**src/logic/dss_consts.vh**
```
`ifndef DSS_CONSTS_VH
`define DSS_CONSTS_VH
// System clock
`define DSS_CLK_MHZ          200
// Settling time in microseconds, least time, rounded up
`define DSS_SETTLE_US        100
`define DSS_SETTLE_CYC       (`DSS_SETTLE_US * `DSS_CLK_MHZ)
// Restore stage timeout to guard band, microseconds
`define DSS_GUARD_US         50
`define DSS_GUARD_CYC        (`DSS_GUARD_US * `DSS_CLK_MHZ)
// Step idle gap after which no more pulses are expected, microseconds
`define DSS_STEP_GAP_US      40
`define DSS_STEP_GAP_CYC     (`DSS_STEP_GAP_US * `DSS_CLK_MHZ)
// Velocity command codes
`define DSS_VEL_IDLE         8'h00
`define DSS_VEL_SLOW         8'h10
`define DSS_VEL_SEEK         8'h80
// Track counter width and maximum track
`define DSS_TRK_W            12
`define DSS_TRK_MAX          12'h3ff
// Head select field width
`define DSS_HS_W             4
`endif

```
**src/logic/dss_sync3.v**
```verilog
`timescale 1ns/10ps
// Three-stage synchroniser; output changes once stages two and three agree
module dss_sync3 (
  // Clock and reset
  input  wire clk_sys,
  input  wire rstn,
  // Data
  input  wire d,
  output reg  q
);
  reg s1;
  reg s2;
  reg s3;

  always @(posedge clk_sys) begin
    if (!rstn) begin
      s1 <= 1'b1;
      s2 <= 1'b1;
      s3 <= 1'b1;
      q  <= 1'b1;
    end else begin
      s1 <= d;
      s2 <= s1;
      s3 <= s2;
      if (s2 == s3) begin
        q <= s3;
      end
    end
  end
endmodule

```
**src/logic/dss_seq.v**
```verilog
`timescale 1ns/10ps
`include "dss_consts.vh"

module dss_seq (
  // Clock and reset (single crystal-derived clock)
  input  wire                   clk_sys,
  input  wire                   rstn,
  input  wire                   por_active,
  // Controller strobes, active low
  input  wire                   unit_select_n,
  input  wire                   step_n,
  input  wire                   direction_n,
  input  wire                   write_gate_n,
  input  wire [`DSS_HS_W-1:0]   head_sel_n,
  // Servo inputs
  input  wire                   off_track,
  input  wire                   on_peak,
  input  wire                   track_zero_det,
  input  wire                   guard_band,
  // Servo controls
  output reg                    servo_enable,
  output reg                    seek_mode,
  output reg                    odd_polarity,
  output reg                    dir_out,
  output reg  [7:0]             velocity_cmd,
  output reg                    coil_drive_a,
  output reg                    coil_drive_b,
  output reg                    write_enable,
  // Head decode
  output reg  [1:0]             chip_enable_n,
  output reg  [1:0]             head_bits,
  // Open-collector status: out is level, oe low drives
  output reg                    seek_done_n_out,
  output reg                    seek_done_n_oe_n,
  output reg                    ready_n_out,
  output reg                    ready_n_oe_n,
  output reg                    write_fault_n_out,
  output reg                    write_fault_n_oe_n,
  output reg                    track_zero_n_out,
  output reg                    track_zero_n_oe_n,
  // Internal status
  output reg                    drive_ready_internal,
  output reg  [`DSS_TRK_W-1:0]  track_pos
);

  localparam [6:0] ST_RESET  = 7'h01;
  localparam [6:0] ST_GUARD  = 7'h02;
  localparam [6:0] ST_SETTLE = 7'h04;
  localparam [6:0] ST_SLOW   = 7'h08;
  localparam [6:0] ST_IDLE   = 7'h10;
  localparam [6:0] ST_SEEK   = 7'h20;
  localparam [6:0] ST_FOLLOW = 7'h40;

  wire sel_q;
  wire step_q;
  wire dir_q;
  wire wg_q;
  wire por_q;
  wire peak_q;
  wire offt_q;
  wire tz_q;
  wire gb_q;
  wire [`DSS_HS_W-1:0] hs_q;
  genvar gi;

  // Pin inputs all pass the three-stage filter
  dss_sync3 u_sel (
    .clk_sys (clk_sys),
    .rstn    (rstn),
    .d       (unit_select_n),
    .q       (sel_q));
  dss_sync3 u_step (
    .clk_sys (clk_sys),
    .rstn    (rstn),
    .d       (step_n),
    .q       (step_q));
  dss_sync3 u_dir (
    .clk_sys (clk_sys),
    .rstn    (rstn),
    .d       (direction_n),
    .q       (dir_q));
  dss_sync3 u_wg (
    .clk_sys (clk_sys),
    .rstn    (rstn),
    .d       (write_gate_n),
    .q       (wg_q));
  dss_sync3 u_por (
    .clk_sys (clk_sys),
    .rstn    (rstn),
    .d       (~por_active),
    .q       (por_q));
  dss_sync3 u_peak (
    .clk_sys (clk_sys),
    .rstn    (rstn),
    .d       (~on_peak),
    .q       (peak_q));
  dss_sync3 u_offt (
    .clk_sys (clk_sys),
    .rstn    (rstn),
    .d       (~off_track),
    .q       (offt_q));
  dss_sync3 u_tz (
    .clk_sys (clk_sys),
    .rstn    (rstn),
    .d       (~track_zero_det),
    .q       (tz_q));
  dss_sync3 u_gb (
    .clk_sys (clk_sys),
    .rstn    (rstn),
    .d       (~guard_band),
    .q       (gb_q));

  // Head select pins are filtered like the strobes
  generate
    for (gi = 0; gi < `DSS_HS_W; gi = gi + 1) begin : g_hs
      dss_sync3 u_hs (
        .clk_sys (clk_sys),
        .rstn    (rstn),
        .d       (head_sel_n[gi]),
        .q       (hs_q[gi]));
    end
  endgenerate

  wire selected   = ~sel_q;
  wire wg_active  = ~wg_q & selected;
  wire por_on     = ~por_q;
  wire peak_on    = ~peak_q;
  wire offt_on    = ~offt_q;
  wire tz_on      = ~tz_q;
  wire gb_on      = ~gb_q;

  reg        step_prev;
  reg        peak_prev;
  wire       step_edge = step_prev & ~step_q & selected;
  wire       peak_edge = ~peak_prev & peak_on;

  reg  [6:0]            state;
  reg                   seek_done;
  reg                   ready;
  reg                   wfault;
  reg  [`DSS_TRK_W-1:0] pend_steps;
  reg  [`DSS_TRK_W-1:0] trk_min;
  reg  [`DSS_TRK_W-1:0] trk_max;
  reg  [19:0]           timer;
  reg  [19:0]           step_gap;

  // Decode of head select lines, used twice
  function [3:0] hs_decode;
    input [`DSS_HS_W-1:0] hs_n;
    reg   [`DSS_HS_W-1:0] h;
    begin
      h = ~hs_n;
      hs_decode = {(h[2] ? 1'b0 : 1'b1), (h[2] ? 1'b1 : 1'b0), h[1], h[0]};
    end
  endfunction

  wire [3:0] hs_dec = hs_decode(hs_q);

  // A step that drops seek done with write gate active trips the fault
  wire done_fall = seek_done & step_edge;

  always @(posedge clk_sys) begin
    if (!rstn || por_on) begin
      state        <= ST_RESET;
      step_prev    <= 1'b1;
      peak_prev    <= 1'b0;
      seek_done    <= 1'b0;
      ready        <= 1'b0;
      wfault       <= 1'b0;
      servo_enable <= 1'b0;
      seek_mode    <= 1'b0;
      odd_polarity <= 1'b0;
      dir_out      <= 1'b0;
      velocity_cmd <= `DSS_VEL_IDLE;
      write_enable <= 1'b0;
      pend_steps   <= {`DSS_TRK_W{1'b0}};
      track_pos    <= {`DSS_TRK_W{1'b0}};
      trk_min      <= {`DSS_TRK_W{1'b0}};
      trk_max      <= {`DSS_TRK_W{1'b0}};
      timer        <= 20'h00000;
      step_gap     <= 20'h00000;
    end else begin
      step_prev <= step_q;
      peak_prev <= peak_on;
      if (step_edge) begin
        seek_done <= 1'b0;
      end
      if (done_fall && wg_active) begin
        wfault <= 1'b1;
      end
      // Fault latches until reset; write path is cut while faulted
      write_enable <= wg_active & ~wfault & ~(done_fall & wg_active) & seek_done;
      step_gap <= step_edge ? 20'h00000 : (step_gap == 20'hfffff ? step_gap : step_gap + 20'h00001);
      case (state)
        ST_RESET: begin
          servo_enable <= 1'b1;
          seek_mode    <= 1'b1;
          odd_polarity <= 1'b0;
          dir_out      <= 1'b1;
          velocity_cmd <= `DSS_VEL_SEEK;
          timer        <= 20'h00000;
          state        <= ST_GUARD;
        end
        ST_GUARD: begin
          timer <= timer + 20'h00001;
          if (gb_on || timer == `DSS_GUARD_CYC) begin
            seek_mode    <= 1'b0;
            odd_polarity <= 1'b1;
            velocity_cmd <= `DSS_VEL_IDLE;
            timer        <= 20'h00000;
            state        <= ST_SETTLE;
          end
        end
        ST_SETTLE: begin
          timer <= offt_on ? 20'h00000 : timer + 20'h00001;
          if (!offt_on && timer == `DSS_SETTLE_CYC - 1) begin
            seek_mode    <= 1'b1;
            odd_polarity <= 1'b0;
            dir_out      <= 1'b1;
            velocity_cmd <= `DSS_VEL_SLOW;
            state        <= ST_SLOW;
          end
        end
        ST_SLOW: begin
          if (tz_on) begin
            seek_mode    <= 1'b0;
            odd_polarity <= 1'b1;
            velocity_cmd <= `DSS_VEL_IDLE;
            track_pos    <= {`DSS_TRK_W{1'b0}};
            trk_min      <= {`DSS_TRK_W{1'b0}};
            trk_max      <= `DSS_TRK_MAX;
            timer        <= 20'h00000;
            state        <= ST_FOLLOW;
          end
        end
        ST_IDLE: begin
          timer <= offt_on ? 20'h00000 : timer;
          if (offt_on) begin
            seek_done <= 1'b0;
            state     <= ST_FOLLOW;
          end else if (step_edge && !wg_active && ready && seek_done) begin
            dir_out      <= dir_q;
            seek_mode    <= 1'b1;
            odd_polarity <= 1'b0;
            velocity_cmd <= `DSS_VEL_SEEK;
            pend_steps   <= {{(`DSS_TRK_W-1){1'b0}}, 1'b1};
            state        <= ST_SEEK;
          end
        end
        ST_SEEK: begin
          // Step and crossing in same cycle cancel out
          if (step_edge && !peak_edge) begin
            pend_steps <= pend_steps + {{(`DSS_TRK_W-1){1'b0}}, 1'b1};
          end else if (peak_edge && !step_edge && pend_steps != {`DSS_TRK_W{1'b0}}) begin
            pend_steps <= pend_steps - {{(`DSS_TRK_W-1){1'b0}}, 1'b1};
          end
          if (peak_edge) begin
            track_pos <= dir_out ? (track_pos == trk_min ? track_pos : track_pos - {{(`DSS_TRK_W-1){1'b0}}, 1'b1})
                                 : (track_pos == trk_max ? track_pos : track_pos + {{(`DSS_TRK_W-1){1'b0}}, 1'b1});
          end
          // Nothing pending after the gap also ends the seek, else an early last crossing hangs it
          if (!step_edge && step_gap >= `DSS_STEP_GAP_CYC
              && (pend_steps == {`DSS_TRK_W{1'b0}}
                  || (peak_edge && pend_steps == {{(`DSS_TRK_W-1){1'b0}}, 1'b1}))) begin
            seek_mode    <= 1'b0;
            odd_polarity <= 1'b1;
            velocity_cmd <= `DSS_VEL_IDLE;
            timer        <= 20'h00000;
            state        <= ST_FOLLOW;
          end
        end
        ST_FOLLOW: begin
          timer <= offt_on ? 20'h00000 : timer + 20'h00001;
          if (step_edge && ready) begin
            timer <= 20'h00000;
          end else if (!offt_on && timer == `DSS_SETTLE_CYC - 1) begin
            seek_done <= 1'b1;
            ready     <= 1'b1;
            state     <= ST_IDLE;
          end
        end
        default: state <= ST_RESET;
      endcase
    end
  end

  // Coil output, enabled only with servo enable
  always @(posedge clk_sys) begin
    if (!rstn || por_on) begin
      coil_drive_a         <= 1'b0;
      coil_drive_b         <= 1'b0;
      drive_ready_internal <= 1'b0;
    end else begin
      coil_drive_a <= servo_enable & ~odd_polarity;
      coil_drive_b <= servo_enable & odd_polarity;
      drive_ready_internal <= ready;
    end
  end

  // Head decode and open-collector status
  always @(posedge clk_sys) begin
    if (!rstn) begin
      chip_enable_n      <= 2'h3;
      head_bits          <= 2'h0;
      seek_done_n_out    <= 1'b1;
      seek_done_n_oe_n   <= 1'b1;
      ready_n_out        <= 1'b1;
      ready_n_oe_n       <= 1'b1;
      write_fault_n_out  <= 1'b1;
      write_fault_n_oe_n <= 1'b1;
      track_zero_n_out   <= 1'b1;
      track_zero_n_oe_n  <= 1'b1;
    end else begin
      chip_enable_n <= selected ? {~hs_dec[2], ~hs_dec[3]} : 2'h3;
      head_bits     <= hs_dec[1:0];
      // Drive low only for a true status of a selected unit
      seek_done_n_out    <= 1'b0;
      ready_n_out        <= 1'b0;
      write_fault_n_out  <= 1'b0;
      track_zero_n_out   <= 1'b0;
      seek_done_n_oe_n   <= ~(selected & seek_done & ~por_on);
      ready_n_oe_n       <= ~(selected & ready & ~por_on);
      write_fault_n_oe_n <= ~(selected & wfault & ~por_on);
      track_zero_n_oe_n  <= ~(selected & tz_on & ~por_on);
    end
  end

endmodule

```
**config.mk**
```make
export PLATFORM = sky130hd
export DESIGN_NAME = dss_seq
export DESIGN_NICKNAME = d
export VERILOG_FILES = /design/src/logic/dss_sync3.v /design/src/logic/dss_seq.v
export VERILOG_INCLUDE_DIRS = /design/src /design/src/logic
export SDC_FILE = /design/constraint.sdc
export NUM_CORES = 1
export LEC_CHECK = 0
export BUFFER_PORTS_ARGS = -buffer_cell sky130_fd_sc_hd__buf_4
export CAP_MARGIN = 20
export CORE_MARGIN = 3
export CORE_UTILIZATION = 45
export DETAILED_ROUTE_END_ITERATION = 16
export PLACE_DENSITY = 0.71
export SYNTH_ARGS = -nofsm -noshare
export SYNTH_HDL_FRONTEND = slang
export SYNTH_SLANG_ARGS = --single-unit
```
**constraint.sdc**
```tcl
create_clock -name clk_sys -period 3.03 [get_ports clk_sys]
set_clock_uncertainty 0.15 [all_clocks]
set_input_delay 0.606 -clock clk_sys [delete_from_list [all_inputs] [get_ports clk_sys]]
set_output_delay 0.606 -clock clk_sys [all_outputs]
set_load 0.02 [all_outputs]
```
==> results.txt <==
----------------------------------------------------
[Synthesis]
  Flip-flop cell with the highest count after synthesis ... sky130_fd_sc_hd__dfxtp_1
  Area fraction of the dominant cell type after synthesis ... 0.429
  Most frequent cell after synthesis ... sky130_fd_sc_hd__dfxtp_1
  Yosys synthesis warning count ... 0
  Unique masters post-synth ... just under 70
  Synth top area cells ... sky130_fd_sc_hd__dfxtp_1 (43%), sky130_fd_sc_hd__nor2_1 (4.5%), sky130_fd_sc_hd__nand2_1 (4.0%)
  Share of synthesized area occupied by flip-flops and latches ... 0.429
  Total of flip-flops plus latches after synthesis ... ~140
  Share of synthesized registers carrying an async set or reset ... 0
  Synthesized area divided by synthesized cell count ... 8.73 um2
  Instance count of the mapped netlist ... 770
  Cell area after synthesis ... a little under 7000 um2
  Post-synth EDFFs ... 0
  Synth area leader ... sky130_fd_sc_hd__dfxtp_1
  Ranking of synthesized cells by instance count ... sky130_fd_sc_hd__dfxtp_1 (144), sky130_fd_sc_hd__nor2_1 (81), sky130_fd_sc_hd__nand2_1 (72), sky130_fd_sc_hd__a21oi_1 (53), sky130_fd_sc_hd__nand2b_1 (38)

[Timing]
  Clock period minus final worst setup slack ... between 2 and 3 ns
  Max Clk Rate ... roughly 370 MHz
  Final hold vios ... 0
  Setup TNS ... 0 ns
  Final setup viols ... 0
  Transition time at the pin with the least slew margin ... 0.733 ns
  Final critical-path share of the clock period ... 0.888
  Headroom to the max-slew limit ... 0.507
  RSZ-0062 raised after global routing ... no
  Final-report max-slew violation count ... 0

[Place]
  Gp weighted congestion ... 0.911
  DP Area ... between 7000 and 8000 um2
  Input/output buffers ... between 40 and 50
  HPWL after detailed placement ... just over 9 mm

[Floorplan]
  Total I/O pin count ... 55
  Area enclosed by the die boundary ... 16,400 um2
  Die Span X ... roughly 130 um
  Starting density of the core ... 0.461
  Standard cell core area ... between 10,000 and 15,000 um2
  Chip Height ... 128 um
  Number of placement rows ... between 40 and 50

[Layout]
  Area taken by flip-flops and latches ... roughly 2900 um2
  Antenna Diode Count ... 0
  Fraction of layout instances using a drive strength above 1 ... 0.157
  Finished Cell Area ... slightly below 8000 um2
  Final-layout fill cell count ... 1,335
  Post-layout net count ... about 850
  Post-Route Utilization ... 0.535
  Multi-input gate area in the final layout ... ~3600 um2
  Area grow syn2layout ... 16.0%

[Job]
  Number of max-cap violations ... 0

[Detailed routing]
  WL final ... ~14 mm
  Number of detailed-route iterations in the first pass ... 7
  DR iter-0 viols ... roughly 390
  Remaining antenna violation count ... 0
  Avg Vias per Cell ... 5.48
  DRC violations left ... 0
  Wirelength per Cell ... between 10 and 15 um
  Vias after detailed routing ... around 5,500

[CTS]
  Worst-skew pair later-pin latency ... 0.42 ns
  Maximum level of the CTS H-tree ... 4
  Clock tree from TritonCTS ... built
  Master cell of the clock root buffer ... sky130_fd_sc_hd__clkbuf_16
  Maximum number of buffers from clock root to sink ... 2
  Clock-pin slew reported for the worst setup and hold paths after clock tree synthesis ... about 0.060 ns
  Setup Buffers After CTS ... 0
  Number of hold buffers added after CTS ... 0
  Number of buffers created by CTS ... 17
  Resized cells post-CTS ... 0
  CTS sink count ... 144

[Outcome]
  Run status ... finished, final reports clean

[Setup path]
  Crit-path max FO ... 10
  Critical path data arrival time ... between 2 and 3 ns
  Classification of the worst setup path ... reg -> reg
  Data required time at the worst endpoint ... about 3.2 ns
  Critical path origin ... dir_out
  CP Capture Type ... flip-flop
  Start of the worst register-to-register path ... dir_out
  Kind of start point of the critical path ... flip-flop

[Power and ir drop]
  Maximum vdd drop ... 445 uV
  Pwr per Cell Area ... 593 nW/um2
  Static leakage ... 0.00290 uW

[Min path]
  Hold Path Origin ... off_track
  Hold Path Class ... in -> reg

[GRT]
  Total grt overflow ... 0
  Maximum number of pins on one net before global-route repair ... 36
  Antenna violations before repair ... 0
  Wire length of the first global-routing pass ... approximately 24 mm
  Global Route Usage Sum ... 0.174
  Number of global-route vias before repair ... between 5,000 and 6,000

----------------------------------------------------
## state kept, by name, summed over array words and instances, names as in the netlist, 2 cells and up
register	count
chip_enable_n	2
g_hs.u_hs.q	3
g_hs.u_hs.s1	3
g_hs.u_hs.s2	3
g_hs.u_hs.s3	3
head_bits	2
pend_steps	12
state	7
step_gap	20
timer	20
track_pos	12
velocity_cmd	2
## area by class of cell
class                           instances  share of cell area
Sequential cell                       144               0.370
Timing Repair Buffer                   61              0.0587
Clock inverter                         13              0.0205
Tap cell                              184              0.0295
Multi-Input combinational cell        569               0.456
Inverter                               19             0.00914
Clock buffer                           18              0.0563
## metal layers
metal,vias to the layer above,track usage,routed length [um]
li1,2831,-,-
met1,2560,0.235,6830
met2,122,0.266,6220
met3,15,0.0488,621
met4,0,0.0643,182
met5,-,0,0
## worst paths after layout
kind                                   endpoint  slack [ns]  cells after the start
worst max-delay path              track_pos[11]        0.34                      7
worst min-delay path                  u_offt.s1        0.18                      2
worst max register to register    track_pos[11]        0.34                      7
worst min register to register  g_hs[2].u_hs.s2        0.25                      1
## placed cells by master (no fill, tap or decap), types with 4 or more instances in the layout
cell	count
sky130_fd_sc_hd__nor2_1	81
sky130_fd_sc_hd__mux2i_1	4
sky130_fd_sc_hd__a211oi_1	5
sky130_fd_sc_hd__o21ai_0	35
sky130_fd_sc_hd__o211ai_1	5
sky130_fd_sc_hd__a41oi_1	5
sky130_fd_sc_hd__clkbuf_16	17
sky130_fd_sc_hd__and2_1	4
sky130_fd_sc_hd__inv_1	19
sky130_fd_sc_hd__nand2b_1	38
sky130_fd_sc_hd__nor3b_1	4
sky130_fd_sc_hd__a21oi_1	53
sky130_fd_sc_hd__o21ai_1	7
sky130_fd_sc_hd__and4_1	5
sky130_fd_sc_hd__nor3_1	25
sky130_fd_sc_hd__and3_1	12
sky130_fd_sc_hd__or3_1	7
sky130_fd_sc_hd__a311oi_2	14
sky130_fd_sc_hd__xnor2_1	22
sky130_fd_sc_hd__a31oi_1	13
sky130_fd_sc_hd__nand3_1	33
sky130_fd_sc_hd__conb_1	6
sky130_fd_sc_hd__ha_1	18
sky130_fd_sc_hd__nor4_1	14
sky130_fd_sc_hd__or2_2	5
sky130_fd_sc_hd__nand2_1	71
sky130_fd_sc_hd__o22ai_1	6
sky130_fd_sc_hd__nand4_1	14
sky130_fd_sc_hd__buf_4	61
sky130_fd_sc_hd__clkinv_2	4
sky130_fd_sc_hd__xor2_1	11
sky130_fd_sc_hd__dfxtp_1	144
sky130_fd_sc_hd__or4_1	4
## kinds of logic (layout without fill, tap and decap cells)
kind of cell               count (synthesis)  in the layout  synth area share
and+or+nand+nor                          338            338             0.263
AOI/OAI and AO/OA                        168            168             0.175
DFF                                      144            144             0.429
buffers and inverters                     62            111            0.0452
xor gates and xnor gates                  33             33            0.0430
adders and majority gates                 19             19            0.0365
muxes                                      5              5           0.00763
other                                      1              6          0.000558
## stage by stage
| stage | hold WS, ns | cells | setup WS [ns] | power, uW |
|---|---|---|---|---|
| 2_1_floorplan | 0.221 | 775 | 0.407 | 2440 |
| 3_3_place_gp | 0.238 | 977 | 0.351 | 2550 |
| 3_5_place_dp | 0.244 | 977 | 0.370 | 2560 |
| 4_1_cts | 0.169 | 1008 | 0.344 | 4680 |
| 5_1_grt | 0.170 | 1008 | 0.103 | 4830 |
| 6_report | 0.185 | 1008 | 0.339 | 4630 |
## worst max-delay path, stage by stage (launching register included)
cell                       delay [ns]
sky130_fd_sc_hd__dfxtp_1         0.61
sky130_fd_sc_hd__ha_1            0.32
sky130_fd_sc_hd__o21ai_0         0.12
sky130_fd_sc_hd__nor3_1          0.26
sky130_fd_sc_hd__a21boi_0        0.15
sky130_fd_sc_hd__or4_1           0.54
sky130_fd_sc_hd__and3_1          0.16
sky130_fd_sc_hd__o31a_1          0.27
## power by group
part           internal, uW  switching, uW  total, uW
logic                   195            325        520
clock network          1310            793       2110
registers              1950           52.3       2000
total                  3450           1170       4630
Power figures use the tool's default switching activity.
